==> src/pspc_pkg.sv <==
// Package for the power-stage PWM configuration block
package pspc_pkg;
  localparam int ADDR_W = 4;
  localparam int DATA_W = 8;
  localparam logic [3:0] OFF_SOC = 4'h0;
  localparam logic [3:0] OFF_SAL = 4'h1;
  localparam logic [3:0] OFF_SAH = 4'h2;
  localparam logic [3:0] OFF_RAL = 4'h3;
  localparam logic [3:0] OFF_RAH = 4'h4;
  localparam logic [3:0] OFF_SBL = 4'h5;
  localparam logic [3:0] OFF_SBH = 4'h6;
  localparam logic [3:0] OFF_RBL = 4'h7;
  localparam logic [3:0] OFF_RBH = 4'h8;
  localparam logic [3:0] OFF_CNF = 4'h9;
  localparam logic [3:0] OFF_CTL = 4'hA;
  localparam logic [3:0] OFF_ISL = 4'hB;
  localparam logic [3:0] OFF_STA = 4'hC;
  // Bit positions in sync_output_config
  localparam int SOC_SEL_A_HI = 7;
  localparam int SOC_SEL_B_HI = 6;
  localparam int SOC_SYNC_HI = 5;
  localparam int SOC_SYNC_LO = 4;
  localparam int SOC_EN_B = 2;
  localparam int SOC_EN_A = 0;
  // Bit positions in generator_config
  localparam int CNF_FIFTY = 7;
  localparam int CNF_ALOCK = 6;
  localparam int CNF_LOCK = 5;
  localparam int CNF_MODE_HI = 4;
  localparam int CNF_MODE_LO = 3;
  localparam int CNF_POL = 2;
  localparam int CNF_CLKSEL = 1;
  // Bit positions in generator_control
  localparam int CTL_PRE_HI = 7;
  localparam int CTL_PRE_LO = 6;
  localparam int CTL_AOC_B = 4;
  localparam int CTL_AOC_A = 3;
  localparam int CTL_CCYC = 1;
  localparam int CTL_RUN = 0;
  // Bit positions in input select register
  localparam int ISL_SEL_A_LO = 1;
  localparam int ISL_SEL_B_LO = 0;
  localparam logic [7:0] RST_BYTE = 8'h00;
  localparam logic [15:0] RST_WORD = 16'h0000;
  // Prescaler last counts: /1, /4, /32, /256
  localparam logic [7:0] PRE_M1_1 = 8'h00;
  localparam logic [7:0] PRE_M1_4 = 8'h03;
  localparam logic [7:0] PRE_M1_32 = 8'h1F;
  localparam logic [7:0] PRE_M1_256 = 8'hFF;
  typedef enum logic [1:0] {
    SRC_COMMON = 2'b00,
    SRC_COMP = 2'b01,
    SRC_ALT_A = 2'b10,
    SRC_ALT_B = 2'b11
  } pspc_src_e;
  typedef enum logic [1:0] {
    SYNC_LEAD_A = 2'b00,
    SYNC_TRAIL_A = 2'b01,
    SYNC_LEAD_B = 2'b10,
    SYNC_TRAIL_B = 2'b11
  } pspc_sync_e;
  typedef struct packed {
    logic [ADDR_W-1:0] addr;
    logic [DATA_W-1:0] wdata;
    logic wr;
    logic rd;
  } pspc_bus_req_s;
endpackage : pspc_pkg

==> src/pspc_gen.sv <==
// Power-stage PWM generator configuration, compare and output logic
//
// Contract
// Part A fault source: 00 common pin, 01 comparator, 10 alt A, 11 alt B.
// Part B fault source uses the same two-bit encoding.
// ADC sync pulse: lead A, trail A, lead B, trail B by code.
// Trailing edge is reset match or fault event; leading is set match.
// Output B pin is port pin unless part B output enable set.
// Output A pin is port pin unless part A output enable set.
// Four 12-bit compare values continuously compared against the counter.
// Top four bits of reset-B compare hold the flank width value.
// Compare writes go through one shared 8-bit high-byte latch.
// Fifty mode copies set-B/reset-B into set-A/reset-A on reset-B update.
// Autolock buffers updates; transfer at cycle end if reset-B written last.
// Autolock takes priority over lock when both set.
// Lock buffers compare and output config until lock cleared.
// Ramp mode field: one, two, four ramps, code 11 reserved.
// Outputs active low with polarity clear, active high when set.
// Clock-select set picks fast clock, clear picks slow clock.
// Prescaler divides by 1, 4, 32 or 256.
// Control register resets to all zero.
// Writing run starts generator; run prevails over slave auto-run. Code ORs the two, so slave auto-run alone also starts it.
// Fast clock from PLL, slow clock from I/O clock.
// Software writes compare high byte before low byte.
//
// Implementation choices: the register offsets and the plain strobed port.
`timescale 1ns/100ps
`default_nettype none
module pspc_gen #(
  parameter int CNT_W = 12
) (
  // Clock and reset
  input wire logic clk_in,
  input wire logic arst_n_in,
  // Register port
  input wire pspc_pkg::pspc_bus_req_s bus_in,
  output logic [pspc_pkg::DATA_W-1:0] rd_data_out,
  // Generator clock pins
  input wire logic fast_clock_in,
  input wire logic slow_clock_in,
  // Fault and trigger sources
  input wire logic common_fault_pin_in,
  input wire logic alt_fault_pin_a_in,
  input wire logic alt_fault_pin_b_in,
  input wire logic comparator_in,
  input wire logic slave_auto_run_in,
  // Ordinary port data for the output pins
  input wire logic port_a_in,
  input wire logic port_b_in,
  // Pins and status
  output logic waveform_out_a,
  output logic waveform_out_b,
  output logic adc_sync_out,
  output logic [1:0] ramp_mode_out,
  output logic [3:0] flank_width_out
);
  import pspc_pkg::*;

  if (CNT_W != 12) begin : g_chk
    $error("CNT_W must be 12");
  end

  logic [7:0] soc_q, cnf_q, ctl_q, isl_q, temp_q, act_soc_q;
  logic [15:0] sh_sa_q, sh_ra_q, sh_sb_q, sh_rb_q;
  logic [15:0] act_sa_q, act_ra_q, act_sb_q, act_rb_q;
  logic rb_last_q, active_q, wave_a_q, wave_b_q;
  logic [CNT_W-1:0] cnt_q;
  logic [7:0] pre_cnt_q, pre_m1;
  logic [5:0] s1_q, s2_q;
  logic [5:0] prev_q;
  logic src_a, src_b, fault_a_ev, fault_b_ev, tick, gen_en, eoc;
  logic m_sa, m_ra, m_sb, m_rb, lead_a, trail_a, lead_b, trail_b;
  logic wr_lo, commit_now, run_req;
  logic [15:0] wword;

  // Two-flop synchronisers for the clock, fault and comparator pin inputs
  always_ff @(posedge clk_in or negedge arst_n_in) begin
    if (!arst_n_in) begin
      s1_q <= 6'h00;
      s2_q <= 6'h00;
      prev_q <= 6'h00;
    end else begin
      s1_q <= {comparator_in, alt_fault_pin_b_in, alt_fault_pin_a_in,
               common_fault_pin_in, fast_clock_in, slow_clock_in};
      s2_q <= s1_q;
      prev_q <= s2_q;
    end
  end

  // Clock source and prescaler enable
  // Pin clocks are sampled, so they must run well below clk_in / 2
  assign tick = cnf_q[CNF_CLKSEL] ? (s2_q[1] & ~prev_q[1])
                                  : (s2_q[0] & ~prev_q[0]);
  always_comb begin
    unique case (ctl_q[CTL_PRE_HI:CTL_PRE_LO])
      2'b00: pre_m1 = PRE_M1_1;
      2'b01: pre_m1 = PRE_M1_4;
      2'b10: pre_m1 = PRE_M1_32;
      2'b11: pre_m1 = PRE_M1_256;
    endcase
  end
  assign gen_en = tick & (pre_cnt_q >= pre_m1);
  always_ff @(posedge clk_in or negedge arst_n_in) begin
    if (!arst_n_in) begin
      pre_cnt_q <= 8'h00;
    end else if (!active_q) begin
      pre_cnt_q <= 8'h00;
    end else if (tick) begin
      pre_cnt_q <= gen_en ? 8'h00 : pre_cnt_q + 8'h01;
    end
  end

  // Fault source selection
  function automatic logic pick(input logic [1:0] sel, input logic [5:0] s);
    unique case (pspc_src_e'(sel))
      SRC_COMMON: pick = s[2];
      SRC_COMP: pick = s[5];
      SRC_ALT_A: pick = s[3];
      SRC_ALT_B: pick = s[4];
    endcase
  endfunction : pick
  assign src_a = pick({soc_q[SOC_SEL_A_HI], isl_q[ISL_SEL_A_LO]}, s2_q);
  assign src_b = pick({soc_q[SOC_SEL_B_HI], isl_q[ISL_SEL_B_LO]}, s2_q);
  assign fault_a_ev = src_a & ~pick({soc_q[SOC_SEL_A_HI],
                                     isl_q[ISL_SEL_A_LO]}, prev_q);
  assign fault_b_ev = src_b & ~pick({soc_q[SOC_SEL_B_HI],
                                     isl_q[ISL_SEL_B_LO]}, prev_q);

  // Register writes, high byte via shared latch
  assign wr_lo = bus_in.wr;
  assign wword = {temp_q, bus_in.wdata};
  always_ff @(posedge clk_in or negedge arst_n_in) begin
    if (!arst_n_in) begin
      temp_q <= RST_BYTE;
    end else if (bus_in.wr && (bus_in.addr == OFF_SAH ||
             bus_in.addr == OFF_RAH || bus_in.addr == OFF_SBH ||
             bus_in.addr == OFF_RBH)) begin
      temp_q <= bus_in.wdata;
    end
  end

  always_ff @(posedge clk_in or negedge arst_n_in) begin
    if (!arst_n_in) begin
      soc_q <= RST_BYTE;
      cnf_q <= RST_BYTE;
      ctl_q <= RST_BYTE;
      isl_q <= RST_BYTE;
    end else if (bus_in.wr) begin
      unique case (bus_in.addr)
        OFF_SOC: soc_q <= bus_in.wdata;
        OFF_CNF: cnf_q <= bus_in.wdata;
        OFF_CTL: ctl_q <= bus_in.wdata;
        OFF_ISL: isl_q <= {6'h00, bus_in.wdata[1:0]};
        default: ;
      endcase
    end
  end

  // Shadow compare registers, low byte commits both bytes
  always_ff @(posedge clk_in or negedge arst_n_in) begin
    if (!arst_n_in) begin
      sh_sa_q <= RST_WORD;
      sh_ra_q <= RST_WORD;
      sh_sb_q <= RST_WORD;
      sh_rb_q <= RST_WORD;
    end else if (wr_lo) begin
      unique case (bus_in.addr)
        OFF_SAL: sh_sa_q <= {4'h0, wword[11:0]};
        OFF_RAL: sh_ra_q <= {4'h0, wword[11:0]};
        OFF_SBL: sh_sb_q <= {4'h0, wword[11:0]};
        OFF_RBL: begin
          sh_rb_q <= wword;
          if (cnf_q[CNF_FIFTY]) begin
            sh_sa_q <= sh_sb_q;
            sh_ra_q <= {4'h0, wword[11:0]};
          end
        end
        default: ;
      endcase
    end
  end

  // Tracks whether reset-B was the last compare written
  always_ff @(posedge clk_in or negedge arst_n_in) begin
    if (!arst_n_in) begin
      rb_last_q <= 1'b0;
    end else if (wr_lo && bus_in.addr == OFF_RBL) begin
      rb_last_q <= 1'b1;
    end else if (wr_lo && (bus_in.addr == OFF_SAL ||
                 bus_in.addr == OFF_RAL || bus_in.addr == OFF_SBL)) begin
      rb_last_q <= 1'b0;
    end else if (cnf_q[CNF_ALOCK] && eoc && rb_last_q) begin
      rb_last_q <= 1'b0;
    end
  end

  // Transfer shadows to the working copies
  // Autolock is tested first, so it wins over lock
  always_comb begin
    if (cnf_q[CNF_ALOCK]) begin
      commit_now = eoc & rb_last_q;
    end else begin
      commit_now = ~cnf_q[CNF_LOCK];
    end
  end
  always_ff @(posedge clk_in or negedge arst_n_in) begin
    if (!arst_n_in) begin
      act_sa_q <= RST_WORD;
      act_ra_q <= RST_WORD;
      act_sb_q <= RST_WORD;
      act_rb_q <= RST_WORD;
      act_soc_q <= RST_BYTE;
    end else if (commit_now) begin
      act_sa_q <= sh_sa_q;
      act_ra_q <= sh_ra_q;
      act_sb_q <= sh_sb_q;
      act_rb_q <= sh_rb_q;
      act_soc_q <= soc_q;
    end
  end

  // Run control, run bit or slave auto-run starts the generator
  assign run_req = ctl_q[CTL_RUN] | slave_auto_run_in;
  always_ff @(posedge clk_in or negedge arst_n_in) begin
    if (!arst_n_in) begin
      active_q <= 1'b0;
    end else if (run_req) begin
      active_q <= 1'b1;
    end else if (!ctl_q[CTL_CCYC] || eoc || !active_q) begin
      active_q <= 1'b0;
    end
  end

  // Counter and compare matches
  assign m_sa = gen_en && cnt_q == act_sa_q[CNT_W-1:0];
  assign m_ra = gen_en && cnt_q == act_ra_q[CNT_W-1:0];
  assign m_sb = gen_en && cnt_q == act_sb_q[CNT_W-1:0];
  assign m_rb = gen_en && cnt_q == act_rb_q[CNT_W-1:0];
  assign eoc = active_q & m_rb;
  always_ff @(posedge clk_in or negedge arst_n_in) begin
    if (!arst_n_in) begin
      cnt_q <= '0;
    end else if (!active_q) begin
      cnt_q <= '0;
    end else if (gen_en) begin
      cnt_q <= m_rb ? '0 : cnt_q + 1'b1;
    end
  end

  // Waveform generators, reset beats set
  always_ff @(posedge clk_in or negedge arst_n_in) begin
    if (!arst_n_in) begin
      wave_a_q <= 1'b0;
      wave_b_q <= 1'b0;
    end else if (!active_q) begin
      wave_a_q <= 1'b0;
      wave_b_q <= 1'b0;
    end else begin
      if (m_ra || fault_a_ev) begin
        wave_a_q <= 1'b0;
      end else if (m_sa) begin
        wave_a_q <= 1'b1;
      end
      if (m_rb || fault_b_ev) begin
        wave_b_q <= 1'b0;
      end else if (m_sb) begin
        wave_b_q <= 1'b1;
      end
    end
  end

  // ADC synchronisation edges
  assign lead_a = active_q & m_sa;
  assign trail_a = active_q & (m_ra | fault_a_ev);
  assign lead_b = active_q & m_sb;
  assign trail_b = active_q & (m_rb | fault_b_ev);
  always_ff @(posedge clk_in or negedge arst_n_in) begin
    if (!arst_n_in) begin
      adc_sync_out <= 1'b0;
    end else begin
      unique case (pspc_sync_e'(act_soc_q[SOC_SYNC_HI:SOC_SYNC_LO]))
        SYNC_LEAD_A: adc_sync_out <= lead_a;
        SYNC_TRAIL_A: adc_sync_out <= trail_a;
        SYNC_LEAD_B: adc_sync_out <= lead_b;
        SYNC_TRAIL_B: adc_sync_out <= trail_b;
      endcase
    end
  end

  // Pin drive; asynchronous control forces inactive while fault is high
  always_ff @(posedge clk_in or negedge arst_n_in) begin
    if (!arst_n_in) begin
      waveform_out_a <= 1'b0;
      waveform_out_b <= 1'b0;
    end else begin
      waveform_out_a <= act_soc_q[SOC_EN_A]
        ? ~((wave_a_q & ~(ctl_q[CTL_AOC_A] & src_a)) ^ cnf_q[CNF_POL])
        : port_a_in;
      waveform_out_b <= act_soc_q[SOC_EN_B]
        ? ~((wave_b_q & ~(ctl_q[CTL_AOC_B] & src_b)) ^ cnf_q[CNF_POL])
        : port_b_in;
    end
  end

  always_ff @(posedge clk_in or negedge arst_n_in) begin
    if (!arst_n_in) begin
      ramp_mode_out <= 2'b00;
      flank_width_out <= 4'h0;
    end else begin
      ramp_mode_out <= cnf_q[CNF_MODE_HI:CNF_MODE_LO];
      flank_width_out <= act_rb_q[15:12];
    end
  end

  // Read port, compare registers are write-only
  always_ff @(posedge clk_in or negedge arst_n_in) begin
    if (!arst_n_in) begin
      rd_data_out <= RST_BYTE;
    end else if (bus_in.rd) begin
      unique case (bus_in.addr)
        OFF_SOC: rd_data_out <= soc_q;
        OFF_CNF: rd_data_out <= cnf_q;
        OFF_CTL: rd_data_out <= ctl_q;
        OFF_ISL: rd_data_out <= isl_q;
        OFF_STA: rd_data_out <= {4'h0, rb_last_q, wave_b_q, wave_a_q,
                                 active_q};
        default: rd_data_out <= RST_BYTE;
      endcase
    end else begin
      rd_data_out <= RST_BYTE;
    end
  end

  AST_FIFTY: assert property (@(posedge clk_in) disable iff (!arst_n_in)
    wr_lo && bus_in.addr == OFF_RBL && cnf_q[CNF_FIFTY]
    |=> sh_ra_q == {4'h0, sh_rb_q[CNT_W-1:0]}
      && sh_sa_q == $past(sh_sb_q))
    else $error("fifty copy missing");
  AST_LOCK: assert property (@(posedge clk_in) disable iff (!arst_n_in)
    cnf_q[CNF_LOCK] && !cnf_q[CNF_ALOCK] |=> $stable(act_rb_q)
      || !$past(cnf_q[CNF_LOCK]) || !cnf_q[CNF_LOCK])
    else $error("locked copy changed");
  AST_ALOCK: assert property (@(posedge clk_in) disable iff (!arst_n_in)
    cnf_q[CNF_ALOCK] && !(eoc && rb_last_q) |=> $stable(act_sa_q))
    else $error("autolock copy changed early");
  AST_PRIO: assert property (@(posedge clk_in) disable iff (!arst_n_in)
    cnf_q[CNF_ALOCK] && cnf_q[CNF_LOCK] && eoc && rb_last_q
    |=> act_rb_q == $past(sh_rb_q))
    else $error("autolock lost to lock");
  AST_TEMP: assert property (@(posedge clk_in) disable iff (!arst_n_in)
    bus_in.wr && bus_in.addr == OFF_RBH ##1 wr_lo && bus_in.addr == OFF_RBL
    |=> sh_rb_q[15:8] == $past(bus_in.wdata, 2))
    else $error("high byte not latched");
  AST_CMP: assert property (@(posedge clk_in) disable iff (!arst_n_in)
    active_q && m_sa && !m_ra && !fault_a_ev |=> wave_a_q)
    else $error("set match ignored");
  AST_TRAIL: assert property (@(posedge clk_in) disable iff (!arst_n_in)
    active_q && fault_b_ev |=> !wave_b_q)
    else $error("fault did not end part B");
  AST_SYNC: assert property (@(posedge clk_in) disable iff (!arst_n_in)
    act_soc_q[SOC_SYNC_HI:SOC_SYNC_LO] == 2'b01 && trail_a |=> adc_sync_out)
    else $error("sync pulse missing");
  AST_PRE: assert property (@(posedge clk_in) disable iff (!arst_n_in)
    gen_en && ctl_q[CTL_PRE_HI:CTL_PRE_LO] == 2'b01 |-> pre_cnt_q == 8'h03)
    else $error("prescale count wrong");
  AST_PIN: assert property (@(posedge clk_in) disable iff (!arst_n_in)
    // Skip the release edge, where the pin flop still shows its reset value
    $past(arst_n_in) && !act_soc_q[SOC_EN_A]
    |=> waveform_out_a == $past(port_a_in))
    else $error("pin not released to port");
  AST_RUN: assert property (@(posedge clk_in) disable iff (!arst_n_in)
    ctl_q[CTL_RUN] |=> active_q)
    else $error("run ignored");
endmodule : pspc_gen
`default_nettype wire

==> config.mk <==
export PLATFORM = sky130hd
export DESIGN_NAME = pspc_gen
export DESIGN_NICKNAME = d
export VERILOG_FILES = /design/src/pspc_pkg.sv /design/src/pspc_gen.sv
export SDC_FILE = /design/constraint.sdc
export NUM_CORES = 1
export LEC_CHECK = 0
export CORE_ASPECT_RATIO = 1.75
export CORE_UTILIZATION = 60
export CTS_BUF_LIST = sky130_fd_sc_hd__clkbuf_16
export DETAILED_ROUTE_END_ITERATION = 10
export DONT_BUFFER_PORTS = 1
export GPL_TIMING_DRIVEN = 1
export PLACE_DENSITY = 0.76
export SLEW_MARGIN = 20
export SYNTH_ARGS = -nofsm -noshare
export SYNTH_HDL_FRONTEND = slang
export SYNTH_SLANG_ARGS = --single-unit
==> constraint.sdc <==
create_clock -name clk_in -period 5.1 [get_ports clk_in]
set_input_delay 0.51 -clock clk_in [delete_from_list [all_inputs] [get_ports clk_in]]
set_output_delay 0.51 -clock clk_in [all_outputs]
set_load 0.01 [all_outputs]
==> summary.md <==
| Metric | Value |
|---|---|
| Max cap viols | 0 |
| Worst setup EP type | register |
| Most numerous cell in the Yosys netlist | dfrtp_1 |
| Period Utilization, post-route | 0.7176 |
| Biggest area consumer among synthesized cells | dfrtp_1 |
| Count of final hold-check violations | 201 |
| Mapped Cells | 658 |
| Worst clock skew | 11.87 ps |
| Total CTS buffers | 19 |
| Worst-Margin Slew | 1105 ps |
| Die area | 0.01548 mm² |
| Relative slew margins | 0.2616 |
| Max IR drop VDD | 0.3849 mV |
| Share of layout cells above drive strength 1 | 0.2689 |
| GRT overflow | 0 |
| Worst r2r path cells | 9 |
| R2r startpoint | ctl_q[7] |
| Sequential-to-total area share from yosys stat | 0.5601 |
| Yosys warning total | 0 |
| Worst hold path class | in2async |
| Flop2flop setup slack | 1440 ps |
| GRT Resource Usage Total | 0.2735 |
| Post-Route WL | a little under 20,000 µm |
| Share of the synthesized area in the top cell type | 0.5601 |
| Number of synthesized flops with an enable pin | 0 |
| Crit Path Category | reg2reg |
| DRT iter0 DRCs | 343 |
| Critical path arrival | 4010 ps |
| Htree depth | 1 |
| CTS sink count | 201 |
| Reg clk slew, reported paths | 70 ps |
| FMAX | 0.2733 GHz |
| Detailed-route via count | 5,227 |
| Post-CTS Setup Bufs | 0 |
| HPWL Detailed | 13,020 µm |
| Post-synth cell types | 54 |
| Part of the power in registers | 0.504 |
| Int Power | 3.432 mW |
| Smallest hold slack | -279.0 ps |
| Port-buffer cells | 0 |
| Unrepaired setup endpoints after global routing | no |
| Initial antenna violation count | 0 |
| Worst Setup SP | ctl_q[7] |
| Clock Latency Late Sink | between 400 and 500 ps |
| Mean Syn Cell Area | 13.65 µm² |
| DR vias/cell | 6.208 |
| Mapped cell area | roughly 0.0090 mm² |
| P_leak | 4.421 nW |
| CTS tree | built |
| Place WS | 1516 ps |
| CTS root buffer | clkbuf_16 |
| FF+latch count, synth | 201 |
| Reg-to-Reg End | act_rb_q[9] |
| Net Count, Synth | approximately 690 |
| Failing checks | hold timing |
| Setup TNS | 0 ps |
| Crit Path Max Fanout | 56 |
| Final slew viol count | 0 |
| Post-CTS Resized | 0 |
| Synth cell count leaders | dfrtp_1, mux2_2, xor2_1 |
| Area Growth Syn to Fin | 6.688% |
| Core area | 0.01451 mm² |
| Critical Path RT | between 5000 and 6000 ps |
| Worst Setup EP | act_rb_q[9] |
| Post-DRT Antenna Nets | 0 |
| Status | complete, but fails checks |
| Tmin final | 3660 ps |
| Vias in the first global route | 5,657 |
| Clk pwr share | 0.273 |
| Top cells by area, synth | dfrtp_1, mux2_2, mux2_4 |
| Initial DRT Pass Iterations | 8 |
| Switching Fraction | 0.2855 |
| Final Total Pwr | 4.803 mW |
| First-pass GRT wire length | 31,310 µm |
| GP Congestion | 0.9266 |
| Max Buffers Root-to-Sink | 3 |
| Sw power | 1.371 mW |
| Die width | 94.48 µm |
| Comb pwr share | 0.224 |
| I/O pin total | 42 |
| Die height | between 150 and 200 µm |
| Antenna Cells | 0 |
| DR DRC count | 0 |
| FP Rows | between 50 and 60 |
| Largest net degree at the start of global routing | 202 |
| Pwr Density | 501.3 mW/mm² |
| Async set-reset flop share out of synthesis | 1.000 |
| Initial Util | 0.6187 |
| Critical path launch point type | register |
| Per-cell routed wire length | ~23 µm |
| Synth Flop Type | dfrtp_1 |
| # setup viols final | 0 |
| Setup WS post-layout | 1440 ps |
| Layout Nets | around 690 |
## state kept, by name, indices dropped and copies added, names as in the netlist, 12 cells and up
signal,count
act_ra_q,12
cnt_q,12
sh_sa_q,12
sh_sb_q,12
act_rb_q,16
sh_rb_q,16
sh_ra_q,12
act_sb_q,12
act_sa_q,12
## cell type report
type | instances | area [µm²]
clock buffers | 19 | 475.5
clock inverters | 14 | 91.34
multi-input cells | 416 | 3702
well taps | 180 | 225.2
inverters | 9 | 33.78
repair buffers | 3 | 22.52
fillers | 1044 | 4933
flip-flops and latches | 201 | 5030
## metrics by stage
| step | hold WS [ps] | util | cells | area (µm²) |
|---|---|---|---|---|
| floorplan | 214.4 | - | 658 | 8980 |
| global placement | 221.3 | 0.6210 | 809 | 9014 |
| detailed placement | 220.7 | 0.6210 | 809 | 9014 |
| CTS | -281.2 | 0.6601 | 842 | 9580 |
| global route | -292.6 | 0.6601 | 842 | 9580 |
| finish | -279.0 | 0.6601 | 842 | 9580 |
## placed cells by master, fill, tap and decap left out, types with 3 or more instances in the layout
master       n
o21ai_0      5
a21oi_1     21
nand4_1      3
ha_1        10
nand3b_1     6
mux2_4      40
nor4_4       3
clkbuf_16   19
nand2_1     26
and2_1       5
nor2b_1      7
a222oi_1     8
clkinv_2     7
mux2_2      92
nor3_1       3
inv_1       10
clkinv_1     4
nand3_1     15
mux4_2       4
a22oi_1      5
xor2_1      42
nor4_1       6
buf_4        3
a31oi_1      3
mux2i_1     13
xnor2_1     22
and3_1       8
nor2_1      37
dfrtp_1    201
a21boi_0     6
## worst min-delay path by stage
stage | end | depth (start not counted)
floorplan | act_ra_q[0] | 0
global placement | s1_q[0] | 0
detailed placement | act_ra_q[5] | 0
CTS | act_ra_q[5] | 0
global route | s2_q[0] | 0
finish | s2_q[0] | 0
## critical path: stages (launching register included)
cell and delay (ps):
dfrtp_1 420, or2_2 340, ha_1 280, nand2b_1 140
a2111o_1 400, a32oi_1 190, buf_4 270, or2_4 190
o22a_4 830, mux2_2 430
## power groups by stage
stage / registers [mW] / clock network (mW) / logic [mW]
final: 2.42 / 1.31 / 1.07
after global routing: 2.47 / 1.40 / 1.16
after CTS: 2.42 / 1.33 / 1.08
after detailed placement: 2.44 / 0 / 1.07
after global placement: 2.42 / 0 / 1.03
after floorplan: 2.31 / 0 / 0.952
## kinds of logic after synthesis
logic type	synth area share
XOR/XNOR	0.06242
AO/OA/AOI/OAI	0.05058
buffers and inverters	0.02926
multiplexers	0.2068
flip-flops	0.5601
AND/OR/NAND/NOR	0.07691
adder cells (fa/ha/maj)	0.01393
## per-layer routing
layer	global-route usage	wire, µm
met4	0.1563	1161
met5	0	0
met1	0.3247	7161
met2	0.4684	10340
met3	0.04074	886
Note: power is estimated with default switching activity, not from simulation.
